[src/hw/lfp_defs.vh]
// Constants for the flash target port: field codes, address layout, cycle timing.
// Assumes inclusion by hw/lfp_target.v only; the bench uses literal values. Definitions only.
//
// Operation
// - Mode select high gives multiplexed programmer mode, low gives bus target mode.
// - Programmer mode takes 11-bit address in row/column halves, column high, 8 data bits.
// - Whole-array erase accepted only in programmer mode, never through bus cycles.
// - Protection program and block-erase sequences recognised as ordinary memory writes.
// - Every bus nibble is sampled at the rising clock edge.
// - Standby with frame high and idle engine; ready with frame low, bus idle.
// - Read starts with frame low, start nibble 0000, then type nibble 010X.
// - Write starts with frame low, start nibble 0000, then type nibble 011X.
// - Only the last start nibble before frame rises begins the cycle.
// - Type bits 3:2 must be 01, bit 1 is direction, bit 0 ignored.
// - Eight address nibbles, most significant first, assembled in that order.
// - Read: host turnaround in clocks 11 and 12, device takes bus in 12; the code first drives the bus in clock 13, with sync.
// - Read: device drives sync 0000 in clock 13, no wait states.
// - Data byte low nibble first; read clocks 14-15, write clocks 11-12.
// - Write: after host turnaround, device drives sync 0000 in clock 15.
// - Device drives 1111 in clock 16 then floats; host resumes in 17.
// - Frame low mid-cycle drops the cycle; 1111 from host returns to ready.
// - Aborting a poll read ends only the bus cycle; engine runs until reset.
// - Invalid fields or sequences are never signalled to the host.
// - Address bit 22 selects array when 1, register space when 0.
// - Address ID bits compared with straps; mismatch ignores the cycle.
// - ID bits sit in address bits 23 and 21:19, inverted from straps.
// - Either reset pin low deselects the device and releases the bus.
`ifndef LFP_DEFS_VH
`define LFP_DEFS_VH

`define LFP_START_CODE     4'h0
`define LFP_ABORT_CODE     4'hF
`define LFP_SYNC_READY     4'h0
`define LFP_TAR_CODE       4'hF
`define LFP_TYPE_MEM       2'h1
`define LFP_TYPE_HI        3
`define LFP_TYPE_LO        2
`define LFP_TYPE_DIR       1
`define LFP_ADDR_NIBBLES   4'h8
`define LFP_ID_HI_BIT      23
`define LFP_SPACE_BIT      22
`define LFP_ID_LO_MSB      21
`define LFP_ID_LO_LSB      19
`define LFP_ARRAY_MSB      18
`define LFP_MUX_ADDR_W     11
`define LFP_FIFO_DEPTH     8

`endif

[src/hw/lfp_fifo.v]
// Small flip-flop FIFO with valid/ready on both sides.
// Assumes a single clock and an active-low asynchronous reset.
`timescale 1ns/1ps
module lfp_fifo #(
    parameter WIDTH = 40,
    parameter DEPTH = 8,
    parameter AW    = 3
) (
    input  wire             clock,
    input  wire             rst_b,
    input  wire [WIDTH-1:0] in_data,
    input  wire             in_valid,
    output wire             in_ready,
    output wire [WIDTH-1:0] out_data,
    output wire             out_valid,
    input  wire             out_ready
);
    reg [WIDTH-1:0] mem_reg [0:DEPTH-1];
    reg [AW-1:0]    wr_reg;
    reg [AW-1:0]    rd_reg;
    reg [AW:0]      cnt_reg;
    wire            push;
    wire            pop;

    assign in_ready  = (cnt_reg != DEPTH[AW:0]);
    assign out_valid = (cnt_reg != {(AW+1){1'b0}});
    assign out_data  = mem_reg[rd_reg];
    assign push      = in_valid && in_ready;
    assign pop       = out_valid && out_ready;

    always @(posedge clock) begin
        if (push) begin
            mem_reg[wr_reg] <= in_data;
        end
    end

    always @(posedge clock or negedge rst_b) begin
        if (!rst_b) begin
            wr_reg  <= {AW{1'b0}};
            rd_reg  <= {AW{1'b0}};
            cnt_reg <= {(AW+1){1'b0}};
        end else begin
            if (push) begin
                wr_reg <= (wr_reg == DEPTH[AW-1:0] - 1'b1) ? {AW{1'b0}} : wr_reg + 1'b1;
            end
            if (pop) begin
                rd_reg <= (rd_reg == DEPTH[AW-1:0] - 1'b1) ? {AW{1'b0}} : rd_reg + 1'b1;
            end
            cnt_reg <= cnt_reg + {{AW{1'b0}}, push} - {{AW{1'b0}}, pop};
        end
    end
endmodule

[src/hw/lfp_target.v]
// Target port of a flash device on a 4-bit multiplexed frame bus, with mode select.
// Assumes the bus clock is the block clock and pins are synchronous to it.
// Accepted writes leave through a FIFO towards the program/erase engine;
// reads take data from the array side at the end of the same cycle that carries the request.
`timescale 1ns/1ps
`include "lfp_defs.vh"
module lfp_target #(
    parameter MUX_AW = 11
) (
    input  wire                clock,
    input  wire                rst_b,
    input  wire                init_b,
    input  wire                mode_sel,
    input  wire [3:0]          strap_select_inputs,
    input  wire                frame_b,
    input  wire [3:0]          lad_in,
    output reg  [3:0]          lad_out,
    output reg                 lad_oe,
    input  wire [MUX_AW-1:0]   mux_addr,
    input  wire                row_col_sel,
    input  wire [7:0]          mux_data_in,
    input  wire                mux_we_b,
    input  wire                mux_oe_b,
    output reg  [7:0]          mux_data_out,
    output reg                 mux_data_oe,
    input  wire                engine_busy,
    output reg                 rd_req,
    output reg  [31:0]         rd_addr,
    output reg                 rd_space_array,
    input  wire [7:0]          rd_data,
    output reg                 wr_valid,
    output reg  [31:0]         wr_addr,
    output reg  [7:0]          wr_data,
    output reg                 wr_space_array,
    output reg                 wr_from_mux,
    input  wire                wr_ready,
    output reg                 standby,
    output reg                 mux_mode
);
    // ------------------------------------------------------------
    // Cycle states
    // ------------------------------------------------------------
    localparam [11:0] S_IDLE  = 12'h001;
    localparam [11:0] S_TYPE  = 12'h002;
    localparam [11:0] S_ADDR  = 12'h004;
    localparam [11:0] S_WDAT  = 12'h008;
    localparam [11:0] S_HTAR  = 12'h010;
    localparam [11:0] S_RWAIT = 12'h020;
    localparam [11:0] S_SYNC  = 12'h040;
    localparam [11:0] S_RDLO  = 12'h080;
    localparam [11:0] S_RDHI  = 12'h100;
    localparam [11:0] S_DTAR  = 12'h200;
    localparam [11:0] S_ABORT = 12'h400;
    localparam [11:0] S_SKIP  = 12'h800;

    wire        any_rst_b = rst_b & init_b;
    reg  [11:0] state_reg;
    reg  [11:0] state_next;
    reg  [3:0]  cnt_reg;
    reg  [31:0] addr_reg;
    reg  [7:0]  data_reg;
    reg         dir_wr_reg;
    reg         mode_reg;
    reg  [7:0]  rdat_reg;
    wire        f_ready;
    wire [40:0] f_out;
    wire        f_valid;
    reg  [40:0] f_in;
    reg         f_push;

    // ------------------------------------------------------------
    // Address decode
    // ------------------------------------------------------------
    wire [3:0] id_field = {addr_reg[`LFP_ID_HI_BIT],
                           addr_reg[`LFP_ID_LO_MSB:`LFP_ID_LO_LSB]};
    wire       id_match = (id_field == ~strap_select_inputs);
    wire       is_array = addr_reg[`LFP_SPACE_BIT];
    wire [3:0] type_nib = lad_in;
    wire       type_ok  = (type_nib[`LFP_TYPE_HI:`LFP_TYPE_LO] == `LFP_TYPE_MEM);

    // ------------------------------------------------------------
    // Frame state machine
    // ------------------------------------------------------------
    always @* begin
        state_next = state_reg;
        if (!frame_b) begin
            // A start nibble while frame is low restarts; only the last one counts.
            if (lad_in == `LFP_START_CODE) begin
                state_next = S_TYPE;
            end else if (state_reg != S_IDLE && state_reg != S_TYPE) begin
                state_next = S_ABORT;
            end else if (state_reg == S_TYPE) begin
                state_next = S_ABORT;
            end
        end else begin
            case (state_reg)
                S_IDLE:  state_next = S_IDLE;
                S_TYPE:  state_next = type_ok ? S_ADDR : S_SKIP;
                S_ADDR:  state_next = (cnt_reg == `LFP_ADDR_NIBBLES - 4'h1) ?
                                      (dir_wr_reg ? S_WDAT : S_HTAR) : S_ADDR;
                S_WDAT:  state_next = (cnt_reg == 4'h1) ? S_HTAR : S_WDAT;
                S_HTAR:  begin
                    // Reads leave after clock 11, writes after clock 14.
                    if (cnt_reg == (dir_wr_reg ? 4'h1 : 4'h0)) begin
                        // Mismatched ID or full FIFO: stay silent, never flag it.
                        if (!id_match || (dir_wr_reg && !f_ready)) begin
                            state_next = S_SKIP;
                        end else begin
                            state_next = dir_wr_reg ? S_SYNC : S_RWAIT;
                        end
                    end
                end
                S_RWAIT: state_next = S_SYNC;
                S_SYNC:  state_next = dir_wr_reg ? S_DTAR : S_RDLO;
                S_RDLO:  state_next = S_RDHI;
                S_RDHI:  state_next = S_DTAR;
                S_DTAR:  state_next = S_IDLE;
                S_ABORT: state_next = S_IDLE;
                S_SKIP:  state_next = S_SKIP;
                default: state_next = S_IDLE;
            endcase
        end
    end

    // HTAR covers clock 11 for reads and clocks 13-14 for writes; RWAIT is
    // clock 12, where the array data is taken, so sync lands on clock 13.
    always @(posedge clock or negedge any_rst_b) begin
        if (!any_rst_b) begin
            state_reg   <= S_IDLE;
            cnt_reg     <= 4'h0;
            addr_reg    <= 32'h0000_0000;
            data_reg    <= 8'h00;
            dir_wr_reg  <= 1'b0;
            rdat_reg    <= 8'h00;
        end else begin
            state_reg   <= (mode_reg) ? S_IDLE : state_next;
            if (state_next != state_reg) begin
                cnt_reg <= 4'h0;
            end else begin
                cnt_reg <= cnt_reg + 4'h1;
            end
            if (state_reg == S_TYPE && frame_b) begin
                dir_wr_reg <= type_nib[`LFP_TYPE_DIR];
            end
            if (state_reg == S_ADDR) begin
                addr_reg <= {addr_reg[27:0], lad_in};
            end
            if (state_reg == S_WDAT) begin
                if (cnt_reg == 4'h0) begin
                    data_reg[3:0] <= lad_in;
                end else begin
                    data_reg[7:4] <= lad_in;
                end
            end
            if (state_reg == S_RWAIT) begin
                rdat_reg <= rd_data;
            end
        end
    end

    // ------------------------------------------------------------
    // Mode capture and programmer-mode address mapping
    // ------------------------------------------------------------
    reg [MUX_AW-1:0] row_reg;
    reg [MUX_AW-1:0] col_reg;
    reg              mux_we_q_reg;

    // The mode strap is resampled every clock, so it must stay steady while in use.
    always @(posedge clock or negedge any_rst_b) begin
        if (!any_rst_b) begin
            mode_reg     <= 1'b0;
            row_reg      <= {MUX_AW{1'b0}};
            col_reg      <= {MUX_AW{1'b0}};
            mux_we_q_reg <= 1'b1;
            mux_mode     <= 1'b0;
        end else begin
            mode_reg     <= mode_sel;
            mux_mode     <= mode_sel;
            mux_we_q_reg <= mux_we_b;
            if (row_col_sel) begin
                row_reg <= mux_addr;
            end else begin
                col_reg <= mux_addr;
            end
        end
    end

    wire        mux_wr_edge = mode_reg && mux_we_q_reg && !mux_we_b;
    wire [31:0] mux_full    = {{(32-2*MUX_AW){1'b0}}, col_reg, row_reg};

    // ------------------------------------------------------------
    // Write path into the FIFO
    // ------------------------------------------------------------
    // Programmer-mode writes carry a flag so the engine may honour whole-array
    // erase only for them; bus writes never set it.
    always @* begin
        f_push = 1'b0;
        f_in   = {1'b0, 1'b0, 31'h0000_0000, 8'h00};
        if (mux_wr_edge) begin
            f_push = 1'b1;
            f_in   = {1'b1, 1'b1, mux_full[30:0], mux_data_in};
        end else if (!mode_reg && state_reg == S_HTAR && cnt_reg == 4'h1 && frame_b &&
                     dir_wr_reg && id_match) begin
            f_push = 1'b1;
            f_in   = {1'b0, is_array, addr_reg[30:0], data_reg};
        end
    end

    lfp_fifo #(
        .WIDTH (41),
        .DEPTH (`LFP_FIFO_DEPTH),
        .AW    (3)
    ) u_fifo (
        .clock     (clock),
        .rst_b     (any_rst_b),
        .in_data   (f_in),
        .in_valid  (f_push),
        .in_ready  (f_ready),
        .out_data  (f_out),
        .out_valid (f_valid),
        .out_ready (wr_ready)
    );

    // ------------------------------------------------------------
    // Registered outputs
    // ------------------------------------------------------------
    // The engine is not touched by aborts; only reset stops it.
    always @(posedge clock or negedge any_rst_b) begin
        if (!any_rst_b) begin
            lad_out        <= `LFP_TAR_CODE;
            lad_oe         <= 1'b0;
            mux_data_out   <= 8'h00;
            mux_data_oe    <= 1'b0;
            rd_req         <= 1'b0;
            rd_addr        <= 32'h0000_0000;
            rd_space_array <= 1'b0;
            wr_valid       <= 1'b0;
            wr_addr        <= 32'h0000_0000;
            wr_data        <= 8'h00;
            wr_space_array <= 1'b0;
            wr_from_mux    <= 1'b0;
            standby        <= 1'b1;
        end else begin
            lad_oe  <= 1'b0;
            lad_out <= `LFP_TAR_CODE;
            if (frame_b && !mode_reg) begin
                case (state_next)
                    S_SYNC: begin
                        lad_oe  <= 1'b1;
                        lad_out <= `LFP_SYNC_READY;
                    end
                    S_RDLO: begin
                        lad_oe  <= 1'b1;
                        lad_out <= rdat_reg[3:0];
                    end
                    S_RDHI: begin
                        lad_oe  <= 1'b1;
                        lad_out <= rdat_reg[7:4];
                    end
                    S_DTAR: begin
                        lad_oe  <= 1'b1;
                        lad_out <= `LFP_TAR_CODE;
                    end
                    default: begin
                        lad_oe <= 1'b0;
                    end
                endcase
            end
            rd_req         <= !mode_reg && state_next == S_RWAIT;
            rd_addr        <= mode_reg ? mux_full : addr_reg;
            rd_space_array <= mode_reg ? 1'b1 : is_array;
            mux_data_oe    <= mode_reg && !mux_oe_b && mux_we_b;
            mux_data_out   <= rd_data;
            wr_valid       <= f_valid;
            wr_addr        <= {1'b0, f_out[38:8]};
            wr_data        <= f_out[7:0];
            wr_space_array <= f_out[39];
            wr_from_mux    <= f_out[40];
            standby        <= frame_b && state_next == S_IDLE && !engine_busy;
        end
    end
endmodule

[config.mk]
export PLATFORM = sky130hd
export DESIGN_NAME = lfp_target
export DESIGN_NICKNAME = d
export VERILOG_FILES = /design/src/hw/lfp_fifo.v /design/src/hw/lfp_target.v
export VERILOG_INCLUDE_DIRS = /design/src /design/src/hw
export SDC_FILE = /design/constraint.sdc
export NUM_CORES = 1
export LEC_CHECK = 0
export BUFFER_PORTS_ARGS = -buffer_cell sky130_fd_sc_hd__buf_4
export CORE_MARGIN = 3
export CORE_UTILIZATION = 60
export DETAILED_ROUTE_END_ITERATION = 16
export GPL_TIMING_DRIVEN = 0
export PLACE_DENSITY = 0.78
export SLEW_MARGIN = 20
export SYNTH_ARGS = -nofsm -noshare
export SYNTH_HDL_FRONTEND = slang
export SYNTH_SLANG_ARGS = --single-unit
[constraint.sdc]
create_clock -name clock -period 8.65 [get_ports clock]
set_clock_uncertainty 0.05 [all_clocks]
set_input_delay 0.865 -clock clock [delete_from_list [all_inputs] [get_ports clock]]
set_output_delay 0.865 -clock clock [all_outputs]
set_load 0.005 [all_outputs]
# --- After elaboration in Yosys (flattened, before gate mapping) ---
# Memories as Yosys holds them, arrays and structs flattened. A register that Yosys moved wholly into a read port is not among the register bits.
# Index checks and enable logic that the tools add are counted.
word_totals:
  reg_bits: 149
  ram_bits: 328
  input_bits: 45
  output_inout_bits: 93
  elab_cells: 120
  memories: 1
op_classes:
  n_addsub: 5
  eq_ne: 26
  n_mux: 30
  bitwise: 3
  reduce_logical: 32
mem_list:
  columns: ["memory", "words", "width", "read_ports", "rd_ports_with_merged_regs", "write_ports", "line_no", "source"]
  rows:
  - ["u_fifo.mem_reg", 8, 41, 1, 1, 1, "lfp_fifo.v:18", "reg [WIDTH-1:0] mem_reg [0:DEPTH-1];"]
ops:
  columns: ["cell", "n"]
  rows:
  - ["one-hot mux 12 bit (9 select lines)", 1]
  - ["two-way mux 12 bit", 8]
  - ["two-way mux 41 bit", 1]
  - ["two-way mux 40 bit", 1]
  - ["two-way mux 32 bit", 1]
  - ["equality test 12 x 6 -> 1 bit (second input constant)", 2]
  - ["equality test 12 x 7 -> 1 bit (second input constant)", 2]
  - ["equality test 12 x 8 -> 1 bit (second input constant)", 2]
  - ["equality test 12 x 9 -> 1 bit (second input constant)", 2]
  - ["logical AND 1 bit", 18]
  - ["two-way mux 5 bit", 3]
  - ["equality test 12 x 1 -> 1 bit (second input constant)", 1]
  - ["equality test 12 x 10 -> 1 bit (second input constant)", 1]
  - ["equality test 12 bit (second input constant)", 1]
  - ["equality test 12 x 2 -> 1 bit (second input constant)", 1]
  - ["equality test 12 x 3 -> 1 bit (second input constant)", 1]
  - ["equality test 12 x 4 -> 1 bit (second input constant)", 1]
  - ["equality test 12 x 5 -> 1 bit (second input constant)", 1]
  - ["inequality test 12 x 1 -> 1 bit (second input constant)", 1]
  - ["inequality test 12 bit", 1]
  - ["inequality test 12 x 2 -> 1 bit (second input constant)", 1]
  - ["one-hot mux 4 bit (3 select lines)", 1]
  - ["two-way mux 10 bit", 1]
  - ["logical NOT 4 bit", 2]
  - ["other kinds (23)", 41]

# --- Longest topological paths before layout ---
depth:
  depth_word: 12
  ltp_mapped: 11
  ltp_nobuf: 11

# --- Modules after synthesis ---
# Synthesis repeated with hierarchy kept, for this count alone.
hier_totals:
  cells_unflattened: 1043
  hier_area_um2: 20156.8
modules_own_cells:
  columns: ["module", "instances", "cells_each", "area_each_um2", "seq_area_each_um2"]
  rows:
  - ["lfp_fifo", 1, 530, 13013.7, 10099.7]
  - ["lfp_target", 1, 513, 7143.1, 4513.1]

# --- Worst setup path after synthesis ---
# No wires, ideal clock.
synth_timing:
  path_kind: "input port to flip-flop"
  start: "input strap_select_inputs[1]"
  end: "memory u_fifo.mem_reg[2][0], enable pin"
  setup_ps: 556
  arrival_ps: 6177
  required_time_ps: 8044
  slack_ps: 1867
  stages: 5
  path_buffers: 0
  path_cell_list: "xnor2_1 > nor4_1 > and4_1 > o21ai_1 > nor4b_1"
synth_between:
  elab_chain_cells: 8
synth_lines:
  columns: ["item", "line_no", "source"]
  rows:
  - ["from (decl)", "lfp_target.v:14", "input wire [3:0] strap_select_inputs,"]
  - ["inverter 4 bit", "lfp_target.v:76", "wire id_match = (id_field == ~strap_select_inputs);"]
  - ["equality test 4 bit", "lfp_target.v:76", null]
  - ["logical AND 1 bit", "lfp_target.v:203", "dir_wr_reg && id_match) begin"]
  - ["two-way mux 1 bit", "lfp_target.v:202", "end else if (!mode_reg && state_reg == S_HTAR && cnt_reg == 4'h1 && frame_b &&"]
  - ["two-way mux 1 bit", "lfp_target.v:199", "if (mux_wr_edge) begin"]
  - ["logical AND 1 bit", "lfp_fifo.v:28", "assign push = in_valid && in_ready;"]
  - ["two-way mux 1 bit", "lfp_fifo.v:32", "if (push) begin"]
  - ["two-way mux 1 bit (implied by the code)", "lfp_fifo.v:33", "mem_reg[wr_reg] <= in_data;"]
  - ["to (decl)", "lfp_fifo.v:18", null]
# No other way between the ends.

# --- Final worst setup path ---
layout_timing:
  start: "register state_reg[11]"
  end: "memory u_fifo.mem_reg[1][8], enable pin"
layout_between:
  elab_chain_cells: 11
layout_lines:
  columns: ["item", "line_no", "source"]
  rows:
  - ["from (decl)", "lfp_target.v:57", "reg [11:0] state_reg;"]
  - ["from (signal assigned)", "lfp_target.v:136", "state_reg <= (mode_reg) ? S_IDLE : state_next;"]
  - ["equality test 12 x 5 -> 1 bit", "lfp_target.v:202", null]
  - ["logical AND 1 bit (4 in a row)", "lfp_target.v:202", null]
  - ["logical AND 1 bit", "lfp_target.v:203", null]
  - ["two-way mux 1 bit", "lfp_target.v:202", null]
  - ["two-way mux 1 bit", "lfp_target.v:199", null]
  - ["logical AND 1 bit", "lfp_fifo.v:28", null]
  - ["two-way mux 1 bit", "lfp_fifo.v:32", null]
  - ["two-way mux 1 bit (implied by the code)", "lfp_fifo.v:33", null]
# No other way between the ends.

==> results.tsv <==
stage	metric	value	unit
logic_synthesis	synth_seq_area_share	0.730	
die	die-area	0.0356	mm^2
timing	timing_worst_slew_pin_value	0.955	ns
route	ant_nets	0	
layout	largest_reg_flops	328	
route	detail_route.vias_per_cell	6.08	
timing	worst_slew_slack_as_a_fraction_of_its_limit	0.364	
logic_synthesis	synth_edf_count	328	
logic_synthesis	ys_top_cells_by_count	328 x sky130_fd_sc_hd__edfxtp_1, 183 x sky130_fd_sc_hd__dfrtp_1, 138 x sky130_fd_sc_hd__mux2_2, 82 x sky130_fd_sc_hd__mux4_2, 30 x sky130_fd_sc_hd__a22o_1	
setup_path	crit_end_category	flop	
global_routing	grt_max_degree	55	
route	drtPass1Iterations	5	
die	rows	66	
placement	place.detailed.hpwl	30.0	mm
timing	report.final.setup_viol	0	
route	wl_per_cell	24.6	um
die	die_y	189	um
timing	worst_slack	4.32	ns
timing	grt_setup_unrepaired	false	
placement	port_buffer_count	135	
global_routing	globalRouteOverflowTotal	0	
clocking	cts_buffers	49	
power	power.density_cell_area	270	mW/mm^2
logic_synthesis	synth_fp_nets	1105	
setup_path	r2r-start	state_reg[11]	
logic_synthesis	ys_types	67	
die	die_width	189	um
clocking	clockRootBuffer	sky130_fd_sc_hd__clkbuf_16	
hold_path	min_path_type	primary input to flop	
die	floorplan.initialDensity	0.612	
die	core_area	0.0327	mm^2
timing	finalCritPeriodShare	0.501	
setup_path	critical_path.max_fanout	10	
power	largest_vdd_supply_drop	0.171	mV
logic_synthesis	synth_top_area_cell	sky130_fd_sc_hd__edfxtp_1	
clocking	post-cts-setup-buffer-count	0	
logic_synthesis	netlist_area	0.0200	mm^2
logic_synthesis	post_synth_arst_share	0.367	
flow_run	timing.max_cap.violations	0	
layout	areaGrowthSynthToFinish	18.5	%
die	boundaryPins	138	
logic_synthesis	dominant_register_cell_in_the_synthesized_netlist	sky130_fd_sc_hd__edfxtp_1	
timing	max_clock_freq	231	MHz
global_routing	via_count_of_the_first_global_routing_pass	11100	
setup_path	worst_setup_path_start_kind	flop	
setup_path	crit_path_to	u_fifo.mem_reg[1][8]	
global_routing	grt_antenna_before_repair	1	
placement	place_worst_setup_slack	3.98	ns
route	count_of_routing_violations_after_the_opening_detailed_route_iteration	951	
setup_path	cp-startpoint	state_reg[11]	
clocking	cts.sinks	518	
clocking	post_cts.resized_instances	0	
logic_synthesis	yosys_warnings	0	
global_routing	first_pass_grt_wire_length	66.7	mm
setup_path	timing.rr.end	u_fifo.mem_reg[1][8]	
timing	final_period_minus_worst_setup_slack	4.33	ns
timing	drv_slew	0	
route	detailroute.via_count	10800	
logic_synthesis	post_synth.cell_area_avg	19.1	um^2
route	post-route-drc-count	0	
clocking	htreeDepth	2	
setup_path	timing.critical_path.required	8.86	ns
timing	report.final.hold_viol_count	0	
layout	layout-drive-gt1-share	0.389	
logic_synthesis	synth_top_area_share	0.492	
global_routing	global_route.usage.total	0.249	
setup_path	worstRegToRegCells	12	
logic_synthesis	synthMostInstantiatedCell	sky130_fd_sc_hd__edfxtp_1	
clocking	clockBufferDepth	3	
route	routed_wirelength	43.6	mm
clocking	insertion_delay	0.56	ns
run_status	outcome	completed	
logic_synthesis	synth.top_cells.by_area	sky130_fd_sc_hd__edfxtp_1 49%, sky130_fd_sc_hd__dfrtp_1 23%, sky130_fd_sc_hd__mux4_2 9.2%	
timing	worst_hold_slack	0.373	ns
logic_synthesis	ys_ff_latch	518	
clocking	cts_tree	yes	
clocking	clkSlewWorstSetupHoldPaths	0.06	ns
layout	antenna_diode_instance_count	0	
layout	num-nets-final	1347	
placement	gpl.final_weighted_congestion	0.933	
setup_path	critPathArrivalTime	4.55	ns
setup_path	critical_path_class	flop to flop	
power	total_leakage_power	9.24	nW
logic_synthesis	post_synthesis_cells	1046	
clocking	hold_buffers	0	
setup_path	r2r_setup_slack	4.32	ns
-- cells in the final DEF, fill, tap and decap left out, drive strengths merged, types with 3 or more instances in the layout --
master	Yosys	routed
a21o	7	7
a21oi	4	4
a22o	30	30
a22oi	4	4
and2	10	10
and3	3	3
buf	24	211
bufinv	0	4
clkbuf	26	94
clkinv	0	21
dfrtp	183	183
dfstp	7	7
edfxtp	328	328
ha	13	13
inv	14	15
mux2	138	138
mux4	82	82
nand2	21	21
nand2b	3	3
nand3	5	5
nand4	6	6
nor2	17	17
nor2b	17	17
nor3	16	16
nor3b	8	8
nor4	10	10
nor4b	4	4
o21ai	15	15
or2	4	4
or4	3	3
xnor2	6	6
xor2	4	4
-- routing by layer --
layer / share of wire / vias up / wire length [um] / track usage
li1: - / 4603 / - / -
met1: 0.41 / 5616 / 18100 / 0.356
met2: 0.48 / 464 / 21100 / 0.398
met3: 0.073 / 88 / 3180 / 0.0491
met4: 0.028 / 2 / 1240 / 0.0756
met5: 0.00027 / - / 12 / 0
-- final cells by class --
cell class	count	area [um^2]
fill	1965	8970
clock inverter	28	230
buffer	50	209
timing repair buffer	191	1530
clock buffer	64	1340
tap	442	553
sequential	518	14600
inverter	14	52.6
multi-input combinational	464	5210
-- worst min-delay path by stage --
stage	startpoint	endpoint	cells past startpoint
after detailed placement	data_reg[2]	data_reg[2]	1
after floorplan	addr_reg[31]	rd_addr[31]	1
final	mode_sel	mode_reg	1
after CTS	mode_sel	mode_reg	1
after global routing	mode_sel	mode_reg	1
after global placement	addr_reg[31]	addr_reg[31]	1
-- cell families (layout without fill, tap and decap cells) --
family	Yosys count	after routing	synth area share
other cells	1	1	0.000187
flops	518	518	0.730
compound gates	80	80	0.0320
simple gates	139	139	0.0421
buf+inv	64	347	0.0128
xor+xnor	10	10	0.00437
mux	220	220	0.170
fa+ha+maj	14	14	0.00912
-- per-stage QoR --
stage	TNS [ns]	total power, mW	instance area (um^2)	utilization	std cells
2_1_floorplan	0	3.85	20000	-	1046
3_3_place_gp	-595.84	4.32	21600	0.660	1623
3_5_place_dp	0	4.38	22200	0.678	1679
4_1_cts	0	6.46	23700	0.725	1771
5_1_grt	0	6.66	23700	0.726	1771
6_report	0	6.40	23700	0.726	1771
-- critical path, stage by stage, from the launching register on --
cell and delay (ns):
sky130_fd_sc_hd__dfrtp_1 0.36, sky130_fd_sc_hd__clkbuf_1 0.21, sky130_fd_sc_hd__nor4_4 0.62, sky130_fd_sc_hd__and4_1 0.34, sky130_fd_sc_hd__and4_1 0.30, sky130_fd_sc_hd__o21ai_1 0.24
sky130_fd_sc_hd__inv_1 0.24, sky130_fd_sc_hd__nand2_1 0.23, sky130_fd_sc_hd__nor3_2 0.61, sky130_fd_sc_hd__buf_6 0.25, sky130_fd_sc_hd__buf_6 0.16, sky130_fd_sc_hd__buf_4 0.20
sky130_fd_sc_hd__buf_4 0.21
-- where the power goes --
group	internal [mW]	total, mW	leakage [nW]	switching [mW]
registers	2.84	2.95	5.52	0.103
clock network	1.20	2.08	0.758	0.872
logic	0.725	1.38	2.96	0.651
total	4.77	6.40	9.24	1.63
(Power assumes the default switching activity.)
